$ cat src/shared/sfpi_pkg.sv
// shared constants for the serial flash pin interface block
// assumes one 40 MHz core clock; all pins are sampled by that clock
package sfpi_pkg;

    // ------------------------------------------------------------
    // register map (byte addresses, one word each)
    // ------------------------------------------------------------
    localparam logic [7:0] SFPI_OFF_CTRL   = 8'h00;
    localparam logic [7:0] SFPI_OFF_LANE   = 8'h04;
    localparam logic [7:0] SFPI_OFF_TXDATA = 8'h08;
    localparam logic [7:0] SFPI_OFF_RXDATA = 8'h0C;
    localparam logic [7:0] SFPI_OFF_STATUS = 8'h10;
    localparam logic [7:0] SFPI_OFF_OPCTL  = 8'h14;

    // control register fields
    localparam int SFPI_CTRL_QE  = 0;   // quad_io_enable
    localparam int SFPI_CTRL_SPL = 1;   // status_protect_lo
    localparam int SFPI_CTRL_SPH = 2;   // status_protect_hi
    localparam int SFPI_CTRL_HRS = 3;   // hold_reset_select, 1 = reset
    localparam int SFPI_CTRL_DPD = 4;   // deep power-down request
    localparam logic [4:0] SFPI_CTRL_RST = 5'h00;

    // lane register fields
    localparam int SFPI_LANE_W0  = 0;   // width code, two bits
    localparam int SFPI_LANE_OUT = 2;   // data output phase
    localparam logic [2:0] SFPI_LANE_RST = 3'h0;

    // opctl write bits
    localparam int SFPI_OP_START = 0;
    localparam int SFPI_OP_DONE  = 1;

    // status register fields
    localparam int SFPI_ST_SEL   = 0;
    localparam int SFPI_ST_STBY  = 1;
    localparam int SFPI_ST_DPD   = 2;
    localparam int SFPI_ST_BUSY  = 3;
    localparam int SFPI_ST_WPB   = 4;
    localparam int SFPI_ST_HOLD  = 5;
    localparam int SFPI_ST_PRST  = 6;

    // lane width codes
    localparam logic [1:0] SFPI_W_SINGLE = 2'h0;
    localparam logic [1:0] SFPI_W_DUAL   = 2'h1;
    localparam logic [1:0] SFPI_W_QUAD   = 2'h2;

    localparam logic [3:0] SFPI_BYTE_BITS = 4'h8;
    localparam int         SFPI_SYNC_W    = 6;

    typedef enum logic [1:0] {
        SFPI_STANDBY = 2'b00,
        SFPI_ACTIVE  = 2'b01,
        SFPI_BUSYW   = 2'b10,
        SFPI_DPD     = 2'b11
    } sfpi_state_t;

endpackage

$ cat src/rtl/sfpi_sync.sv
// two-flop synchroniser for pin inputs
// assumes inputs are asynchronous to clk; only stage two is visible
`timescale 1ns/1ps
`default_nettype none
module sfpi_sync #(
    parameter int W = 1
) (
    input  wire logic         clk,
    input  wire logic         rst,
    input  wire logic [W-1:0] d,
    output logic      [W-1:0] q
);
    // ------------------------------------------------------------
    // per-bit flop pair
    // ------------------------------------------------------------
    genvar i;
    generate
        for (i = 0; i < W; i++) begin : g_bit
            logic s1_q;
            // stage one is read by stage two only
            always_ff @(posedge clk or posedge rst) begin
                if (rst) begin
                    s1_q <= 1'b1;
                    q[i] <= 1'b1;
                end else begin
                    s1_q <= d[i];
                    q[i] <= s1_q;
                end
            end
        end
    endgenerate
endmodule
`default_nettype wire

$ cat src/rtl/sfpi_top.sv
// pin-level front end of a serial flash: framing, shifting, lane control
// assumes the core drives the register port on ref_clk; the bench resolves pins
//
// Function
// - cs falling starts, rising ends every operation
// - deselected: outputs released, input data discarded
// - deselect enters standby, or deep power-down when requested
// - busy internal operation delays standby entry
// - input bits sampled on rising clock edge
// - output data updated on falling clock edge
// - multi-io read drives io0 with other lanes
// - so carries lane one, shifts together
// - wp low blocks status writes when configured
// - quad enabled: pin two is data lane
// - floating write protect reads as deasserted
// - quad disabled: pin three is hold or reset
//
// Local design decisions: the strobed register port and the address map.
`timescale 1ns/1ps
`default_nettype none
module sfpi_top
    import sfpi_pkg::*;
(
    input  wire logic       ref_clk,
    input  wire logic       rst,
    input  wire logic       cs_n,
    input  wire logic       sck,
    input  wire logic [3:0] io_in,
    output logic      [3:0] io_out,
    output logic      [3:0] io_oe,
    output logic            standby,
    input  wire logic [7:0] addr,
    input  wire logic [31:0] wdata,
    input  wire logic       wr,
    input  wire logic       rd,
    output logic      [31:0] rdata
);
    import sfpi_pkg::*;

    // ------------------------------------------------------------
    // pin synchronisers
    // ------------------------------------------------------------
    logic [5:0] pin_s;
    sfpi_sync #(.W(SFPI_SYNC_W)) u_sync (
        .clk (ref_clk),
        .rst (rst),
        .d   ({io_in, sck, cs_n}),
        .q   (pin_s)
    );

    wire cs_n_s = pin_s[0];
    wire sck_s  = pin_s[1];
    wire si_s   = pin_s[2];
    wire wp_n_s = pin_s[4];   // pull-up keeps a floating pin high
    wire p3_s   = pin_s[5];

    // ------------------------------------------------------------
    // state and registers
    // ------------------------------------------------------------
    sfpi_state_t state_q, state_d;
    logic        sck_prev_q;
    logic        cs_prev_q;
    logic [4:0]  ctrl_q;
    logic [2:0]  lane_q;
    logic [7:0]  tx_data_q;
    logic [7:0]  rx_byte_q;
    logic [7:0]  rx_sh_q;
    logic [3:0]  rx_cnt_q;
    logic [7:0]  tx_sh_q;
    logic [3:0]  tx_left_q;
    logic        busy_q;
    logic        hold_q;
    logic        wpb_q;
    logic        prst_q;

    // ------------------------------------------------------------
    // edge detection and pin roles
    // ------------------------------------------------------------
    wire sck_rise = sck_s & ~sck_prev_q;
    wire sck_fall = ~sck_s & sck_prev_q;
    wire cs_fall  = ~cs_n_s & cs_prev_q;
    wire cs_rise  = cs_n_s & ~cs_prev_q;
    wire qe       = ctrl_q[SFPI_CTRL_QE];
    wire hrs      = ctrl_q[SFPI_CTRL_HRS];
    wire dpd_req  = ctrl_q[SFPI_CTRL_DPD];
    wire sel      = (state_q == SFPI_ACTIVE);
    wire out_ph   = lane_q[SFPI_LANE_OUT];
    // pin three acts as reset only with quad off and reset chosen
    wire pin_rst  = ~qe & hrs & ~p3_s;
    wire hold_on  = ~qe & ~hrs & ~p3_s & ~sck_s & sel;
    wire hold_off = (p3_s | qe | hrs) & ~sck_s;
    // write protect matters only in one protect setting, never with quad on
    wire wpb_d    = ~qe & ~ctrl_q[SFPI_CTRL_SPH]
                  & ctrl_q[SFPI_CTRL_SPL] & ~wp_n_s;

    // ------------------------------------------------------------
    // lane width: quad falls back to dual while quad is disabled
    // ------------------------------------------------------------
    wire [1:0] wcode = lane_q[SFPI_LANE_W0 +: 2];
    wire       w_quad = (wcode == SFPI_W_QUAD) & qe;
    wire       w_dual = (wcode == SFPI_W_DUAL) | ((wcode == SFPI_W_QUAD) & ~qe);
    wire [3:0] step   = w_quad ? 4'h4 : (w_dual ? 4'h2 : 4'h1);
    wire [3:0] lane_m = w_quad ? 4'hF : (w_dual ? 4'h3 : 4'h2);

    // ------------------------------------------------------------
    // shift enables
    // ------------------------------------------------------------
    wire rx_en = sel & ~out_ph & ~hold_q;
    wire tx_en = sel & out_ph & ~hold_q;
    wire [7:0] tx_src = (tx_left_q == 4'h0) ? tx_data_q : tx_sh_q;
    wire [7:0] tx_nx  = w_quad ? {tx_src[3:0], 4'h0}
                      : (w_dual ? {tx_src[5:0], 2'h0} : {tx_src[6:0], 1'b0});
    wire [3:0] tx_lnx = ((tx_left_q == 4'h0) ? SFPI_BYTE_BITS : tx_left_q) - step;
    wire [3:0] out_d  = w_quad ? tx_src[7:4]
                      : (w_dual ? {2'h0, tx_src[7:6]} : {2'h0, tx_src[7], 1'b0});

    // ------------------------------------------------------------
    // register port decode
    // ------------------------------------------------------------
    wire wr_ctrl = wr & (addr == SFPI_OFF_CTRL);
    wire wr_lane = wr & (addr == SFPI_OFF_LANE);
    wire wr_tx   = wr & (addr == SFPI_OFF_TXDATA);
    wire wr_op   = wr & (addr == SFPI_OFF_OPCTL);
    wire [31:0] status_w = {25'h0, prst_q, hold_q, wpb_q, busy_q,
                            state_q == SFPI_DPD, state_q == SFPI_STANDBY, sel};
    logic [31:0] rd_mux;
    always_comb begin
        if (addr == SFPI_OFF_CTRL) begin
            rd_mux = {27'h0, ctrl_q};
        end else if (addr == SFPI_OFF_LANE) begin
            rd_mux = {29'h0, lane_q};
        end else if (addr == SFPI_OFF_TXDATA) begin
            rd_mux = {24'h0, tx_data_q};
        end else if (addr == SFPI_OFF_RXDATA) begin
            rd_mux = {24'h0, rx_byte_q};
        end else if (addr == SFPI_OFF_STATUS) begin
            rd_mux = status_w;
        end else begin
            rd_mux = 32'h0;   // unmapped reads return zero
        end
    end

    // ------------------------------------------------------------
    // framing state machine
    // ------------------------------------------------------------
    always_comb begin
        state_d = state_q;
        case (state_q)
            SFPI_STANDBY, SFPI_DPD: begin
                if (cs_fall) begin
                    state_d = SFPI_ACTIVE;
                end
            end
            SFPI_ACTIVE: begin
                if (cs_rise) begin
                    if (busy_q) begin
                        state_d = SFPI_BUSYW;
                    end else if (dpd_req) begin
                        state_d = SFPI_DPD;
                    end else begin
                        state_d = SFPI_STANDBY;
                    end
                end
            end
            SFPI_BUSYW: begin
                if (cs_fall) begin
                    state_d = SFPI_ACTIVE;   // status polling mid-operation
                end else if (!busy_q) begin
                    state_d = dpd_req ? SFPI_DPD : SFPI_STANDBY;
                end
            end
            default: state_d = SFPI_STANDBY;
        endcase
        if (pin_rst) begin
            state_d = SFPI_STANDBY;
        end
    end

    // state, edge history and status flops
    always_ff @(posedge ref_clk or posedge rst) begin
        if (rst) begin
            state_q    <= SFPI_STANDBY;
            sck_prev_q <= 1'b0;
            cs_prev_q  <= 1'b1;
            wpb_q      <= 1'b0;
            prst_q     <= 1'b0;
            standby    <= 1'b1;
        end else begin
            state_q    <= state_d;
            sck_prev_q <= sck_s;
            cs_prev_q  <= cs_n_s;
            wpb_q      <= wpb_d;
            prst_q     <= pin_rst;
            standby    <= (state_d == SFPI_STANDBY);
        end
    end

    // hold pauses shifting; entry and exit only while sck is low, deselect clears it at any time
    always_ff @(posedge ref_clk or posedge rst) begin
        if (rst) begin
            hold_q <= 1'b0;
        end else if (!sel) begin
            hold_q <= 1'b0;
        end else if (hold_on) begin
            hold_q <= 1'b1;
        end else if (hold_off) begin
            hold_q <= 1'b0;
        end
    end

    // ------------------------------------------------------------
    // software registers; a start beats a done in the same write
    // ------------------------------------------------------------
    always_ff @(posedge ref_clk or posedge rst) begin
        if (rst) begin
            ctrl_q    <= SFPI_CTRL_RST;
            lane_q    <= SFPI_LANE_RST;
            tx_data_q <= 8'h00;
            busy_q    <= 1'b0;
            rdata     <= 32'h0;
        end else begin
            if (wr_ctrl) ctrl_q <= wdata[4:0];
            if (wr_lane) lane_q <= wdata[2:0];
            if (wr_tx) tx_data_q <= wdata[7:0];
            if (wr_op && wdata[SFPI_OP_START]) begin
                busy_q <= 1'b1;
            end else if (wr_op && wdata[SFPI_OP_DONE]) begin
                busy_q <= 1'b0;
            end
            rdata <= rd ? rd_mux : 32'h0;
        end
    end

    // ------------------------------------------------------------
    // receive shifter: sampled on rising sck, dropped when deselected
    // ------------------------------------------------------------
    always_ff @(posedge ref_clk or posedge rst) begin
        if (rst) begin
            rx_sh_q   <= 8'h00;
            rx_cnt_q  <= 4'h0;
            rx_byte_q <= 8'h00;
        end else if (!sel) begin
            rx_cnt_q <= 4'h0;
        end else if (rx_en && sck_rise) begin
            rx_sh_q <= {rx_sh_q[6:0], si_s};
            if (rx_cnt_q == SFPI_BYTE_BITS - 4'h1) begin
                rx_byte_q <= {rx_sh_q[6:0], si_s};
                rx_cnt_q  <= 4'h0;
            end else begin
                rx_cnt_q <= rx_cnt_q + 4'h1;
            end
        end
    end

    // ------------------------------------------------------------
    // transmit shifter: lanes change on falling sck only
    // ------------------------------------------------------------
    always_ff @(posedge ref_clk or posedge rst) begin
        if (rst) begin
            tx_sh_q   <= 8'h00;
            tx_left_q <= 4'h0;
            io_out    <= 4'h0;
        end else if (!tx_en && !hold_q) begin
            tx_left_q <= 4'h0;   // next data phase starts a fresh byte
        end else if (tx_en && sck_fall) begin
            io_out    <= out_d;
            tx_sh_q   <= tx_nx;
            tx_left_q <= tx_lnx;
        end
    end

    // enables released on the clock after deselect, or outside data phase
    always_ff @(posedge ref_clk or posedge rst) begin
        if (rst) begin
            io_oe <= 4'h0;
        end else begin
            io_oe <= (sel && out_ph) ? lane_m : 4'h0;
        end
    end
endmodule
`default_nettype wire

$ cat config.mk
export PLATFORM = sky130hd
export DESIGN_NAME = sfpi_top
export DESIGN_NICKNAME = d
export VERILOG_FILES = /design/src/shared/sfpi_pkg.sv /design/src/rtl/sfpi_sync.sv /design/src/rtl/sfpi_top.sv
export SDC_FILE = /design/constraint.sdc
export NUM_CORES = 1
export LEC_CHECK = 0
export ABC_AREA = 1
export BUFFER_PORTS_ARGS = -buffer_cell sky130_fd_sc_hd__buf_4
export CAP_MARGIN = 10
export CORE_MARGIN = 2
export CORE_UTILIZATION = 30
export DETAILED_ROUTE_END_ITERATION = 12
export GPL_TIMING_DRIVEN = 0
export HOLD_SLACK_MARGIN = 0.05
export PLACE_DENSITY = 0.46
export SETUP_SLACK_MARGIN = 0.02
export SYNTH_ARGS = -nofsm -noshare
export SYNTH_HDL_FRONTEND = slang
export SYNTH_SLANG_ARGS = --single-unit
$ cat constraint.sdc
create_clock -name ref_clk -period 7.65 [get_ports ref_clk]
set_input_delay 1.1475 -clock ref_clk [delete_from_list [all_inputs] [get_ports ref_clk]]
set_output_delay 1.1475 -clock ref_clk [all_outputs]
set_load 0.005 [all_outputs]
==> summary.txt <==
CTS
  • CTS tree: built
  • Reg clk slew, reported paths: 0.06 ns
  • H-Tree Depth: 3
  • Root buffer cell: clkbuf_16
  • CTS buffer count: 9
  • Cts repair resizes: 0
  • TritonCTS Sinks: 80
  • Post-CTS Setup Repair Bufs: 0
  • Bufs on Longest Clock Path: 2
  • Skew-Pair Late Insertion Delay: 0.34 ns
  • Number of hold buffers added after cts: 0

Pwr
  • PD cells: 226 nW/um^2
  • VDD IR max: 0.131 mV
  • Design Power: 1090 uW
  • Lkg Pwr: 0.00245 uW

Outcome
  • Status: finished clean

Synth
  • Seq/Total Area, Yosys: 0.513
  • Synth top area share: 0.433
  • Netlist cell types: 38
  • Cell taking the most area after synthesis: dfrtp_1
  • Post-synth top cells: 99 x nand2_1, 68 x dfrtp_1, 58 x inv_1
  • Post-synth EDFFs: 0
  • Asr flop ratio synth: 1.00
  • Syn Inst Count: 457
  • Main synth FF type: dfrtp_1
  • Most common cell in the synthesized netlist: nand2_1
  • Synthesized flop and latch total: 80
  • Mapped Avg Cell Area: 8.60 um^2
  • Top cells by area, synth: dfrtp_1 43%, nand2_1 9.5%, dfstp_2 8.0%, inv_1 5.5%, buf_4 5.0%
  • Post-Syn Area: 3930 um^2
  • YS warnings: 0

Critical path
  • Startpoint types: flip-flop
  • Critical-path top delay cell: dfrtp_1
  • Critical path origin: io_oe[2]
  • R2r endpoint: tx_left_q[1]
  • R2r setup slk: 5.55 ns
  • CP endpoint kind: output port
  • Crit-path max FO: 2
  • CP cell instances: buf_4 > buf_4
  • Crit path max-delay family: flip-flops
  • Worst path buffer plus inverter count: 2
  • Worst path most repeated cell: buf_4
  • Worst stage delay on the critical path: 0.39 ns
  • Critical path class: flip-flop to output port
  • R2R Path Start: lane_q[0]
  • Critical path arrival: 0.98 ns
  • Data required, critical path: 6.50 ns
  • Worst Reg-to-Reg Cells: 7

Finish
  • Ant diodes: 0
  • Layout cells sized above 1: 0.240
  • Filler cells: 1334
  • Core Util, Final: 0.381
  • Post-layout net count: 592
  • P&R area growth vs syn: 23.3%

Timing
  • F_max: 470 MHz
  • Final setup viols: 0
  • Min Hold Slack: 0.355 ns
  • Tcrit/Tclk final: 0.278
  • Fin Setup TNS: 0 ns
  • Crit path time final: 2.13 ns
  • Worst slew pin tran: 0.497 ns
  • Slew Limit Headroom: 0.668
  • Clock Skew: 0.00813 ns
  • Final hold violations: 0
  • RSZ-0062 raised after global routing: no
  • Final-report max-slew violation count: 0

Detailed routing
  • Via count: 3092
  • Initial drt markers: 168
  • Max layer used: met4
  • Vias/cell: 4.35
  • Drt pass-1 iters: 4
  • DRC: 0
  • WL/cell: 12.6 um
  • Antenna Nets Post-Route: 0
  • WL met2: 3800 um
  • Post-Route WL: 8950 um
  • Post-Route M1 WL: 4350 um
  • Met3 Wirelength: 564 um

Hold path
  • Hold EP: u_sync.q[1]
  • Hold Startpoint: u_sync.g_bit[1].s1_q
  • Hold path cells: 0
  • Worst Hold Class: flip-flop to flip-flop

Place
  • Buffers on Ports: 41
  • Routability cong.: 0.825
  • Dpl hpwl: 6820 um

Die
  • IO Pins: 91
  • Die H: 118 um
  • DIE AREA: 14000 um^2
  • Core area: 12700 um^2
  • # rows: 41
  • Starting density of the core: 0.309
  • Chip width: 118 um

Flow run
  • Max-cap viol count: 0

Global routing
  • Pin count of the biggest net entering global routing: 54
  • Global-route wire length before repair: 15100 um
  • Total Routing Usage GR: 0.138
  • Overflow after GRT: 0
  • Initial antenna violation count: 0
  • Vias in the first global route: 2988
[worst max-delay path by stage]
stage | endpoint | slack, ns | depth (start not counted)
after floorplan | busy_q | 4.47 | 1
after global placement | sck_prev_q | 3.34 | 2
after detailed placement | rdata[2] | 5.22 | 8
after CTS | io_oe[3] | 5.51 | 2
after global routing | tx_left_q[3] | 5.37 | 10
final | io_oe[3] | 5.52 | 2
[cells in the final DEF, fill, tap and decap left out, types with 2 or more instances in the layout]
master      Yosys  routed
nand2_1        99      99
dfrtp_1        68      68
buf_4          26      67
inv_1          58      57
nand3_1        37      37
o21ai_0        32      32
conb_1          1      24
o21ai_1        22      22
nor2_1         21      21
a21oi_1        19      19
inv_2          12      12
dfstp_2        12      12
clkbuf_16       0       9
ha_1            8       8
nor2_2          5       5
o211ai_1        5       5
clkbuf_1        3       4
buf_2           3       3
clkinvlp_4      0       3
nor2_4          2       2
nand2_2         2       2
nor3_1          2       2
o21ai_2         2       2
o22ai_1         2       2
clkinv_2        0       2
[worst register-to-register path: cells and delay by family, from the launching register on]
kind | cells | cell delay [ns]
AOI/OAI and AO/OA | 1 | 0.07
adders and majority gates | 2 | 0.62
buffers and inverters | 1 | 0.08
DFF | 1 | 0.46
and+or+nand+nor | 3 | 0.74
[report_power, final]
| group | switching, uW | internal, uW |
|---|---|---|
| registers | 29.5 | 469 |
| clock network | 174 | 227 |
| logic | 118 | 76.7 |
[state kept, by name, indices dropped and copies added, names as in the netlist, 2 cells and up]
| register | cells |
|---|---|
| rx_byte_q | 8 |
| tx_sh_q | 7 |
| rx_sh_q | 7 |
| u_sync.g_bit.s1_q | 5 |
| u_sync.q | 5 |
| io_oe | 3 |
| ctrl_q | 5 |
| tx_data_q | 8 |
| rx_cnt_q | 4 |
| io_out | 4 |
| lane_q | 3 |
| rdata | 8 |
| tx_left_q | 4 |
| state_q | 2 |
[stage by stage]
step	cells	area (um^2)	setup slack [ns]
after detailed placement	694	4570	5.22
final	710	4840	5.52
after global routing	710	4840	5.37
after CTS	710	4840	5.51
after floorplan	480	4020	4.47
after global placement	693	4540	3.34
[cells by family after synthesis]
logic type	count (synthesis)	share of synthesized area
AOI/OAI and AO/OA	86	0.118
xor gates and xnor gates	2	0.00446
adders and majority gates	9	0.0306
buffers and inverters	103	0.126
DFF	80	0.513
muxes	3	0.00955
other	1	0.000954
and+or+nand+nor	173	0.197
[cell type report]
| type | instances | area, um^2 | area share |
|---|---|---|---|
| plain buffers | 33 | 233 | 0.0480 |
| clock buffers | 11 | 243 | 0.0501 |
| clock inverters | 5 | 32.5 | 0.00671 |
| inverters | 70 | 265 | 0.0548 |
| multi-input cells | 297 | 1500 | 0.310 |
| flip-flops and latches | 80 | 2020 | 0.416 |
| well taps | 172 | 215 | 0.0444 |
| repair buffers | 42 | 335 | 0.0692 |
[layer usage]
metal / up-vias / GRT usage
li1: 1569 / -
met1: 1416 / 0.192
met2: 90 / 0.199
met3: 17 / 0.0347
met4: 0 / 0.0632
met5: - / 0
Note: power is estimated with default switching activity, not from simulation.
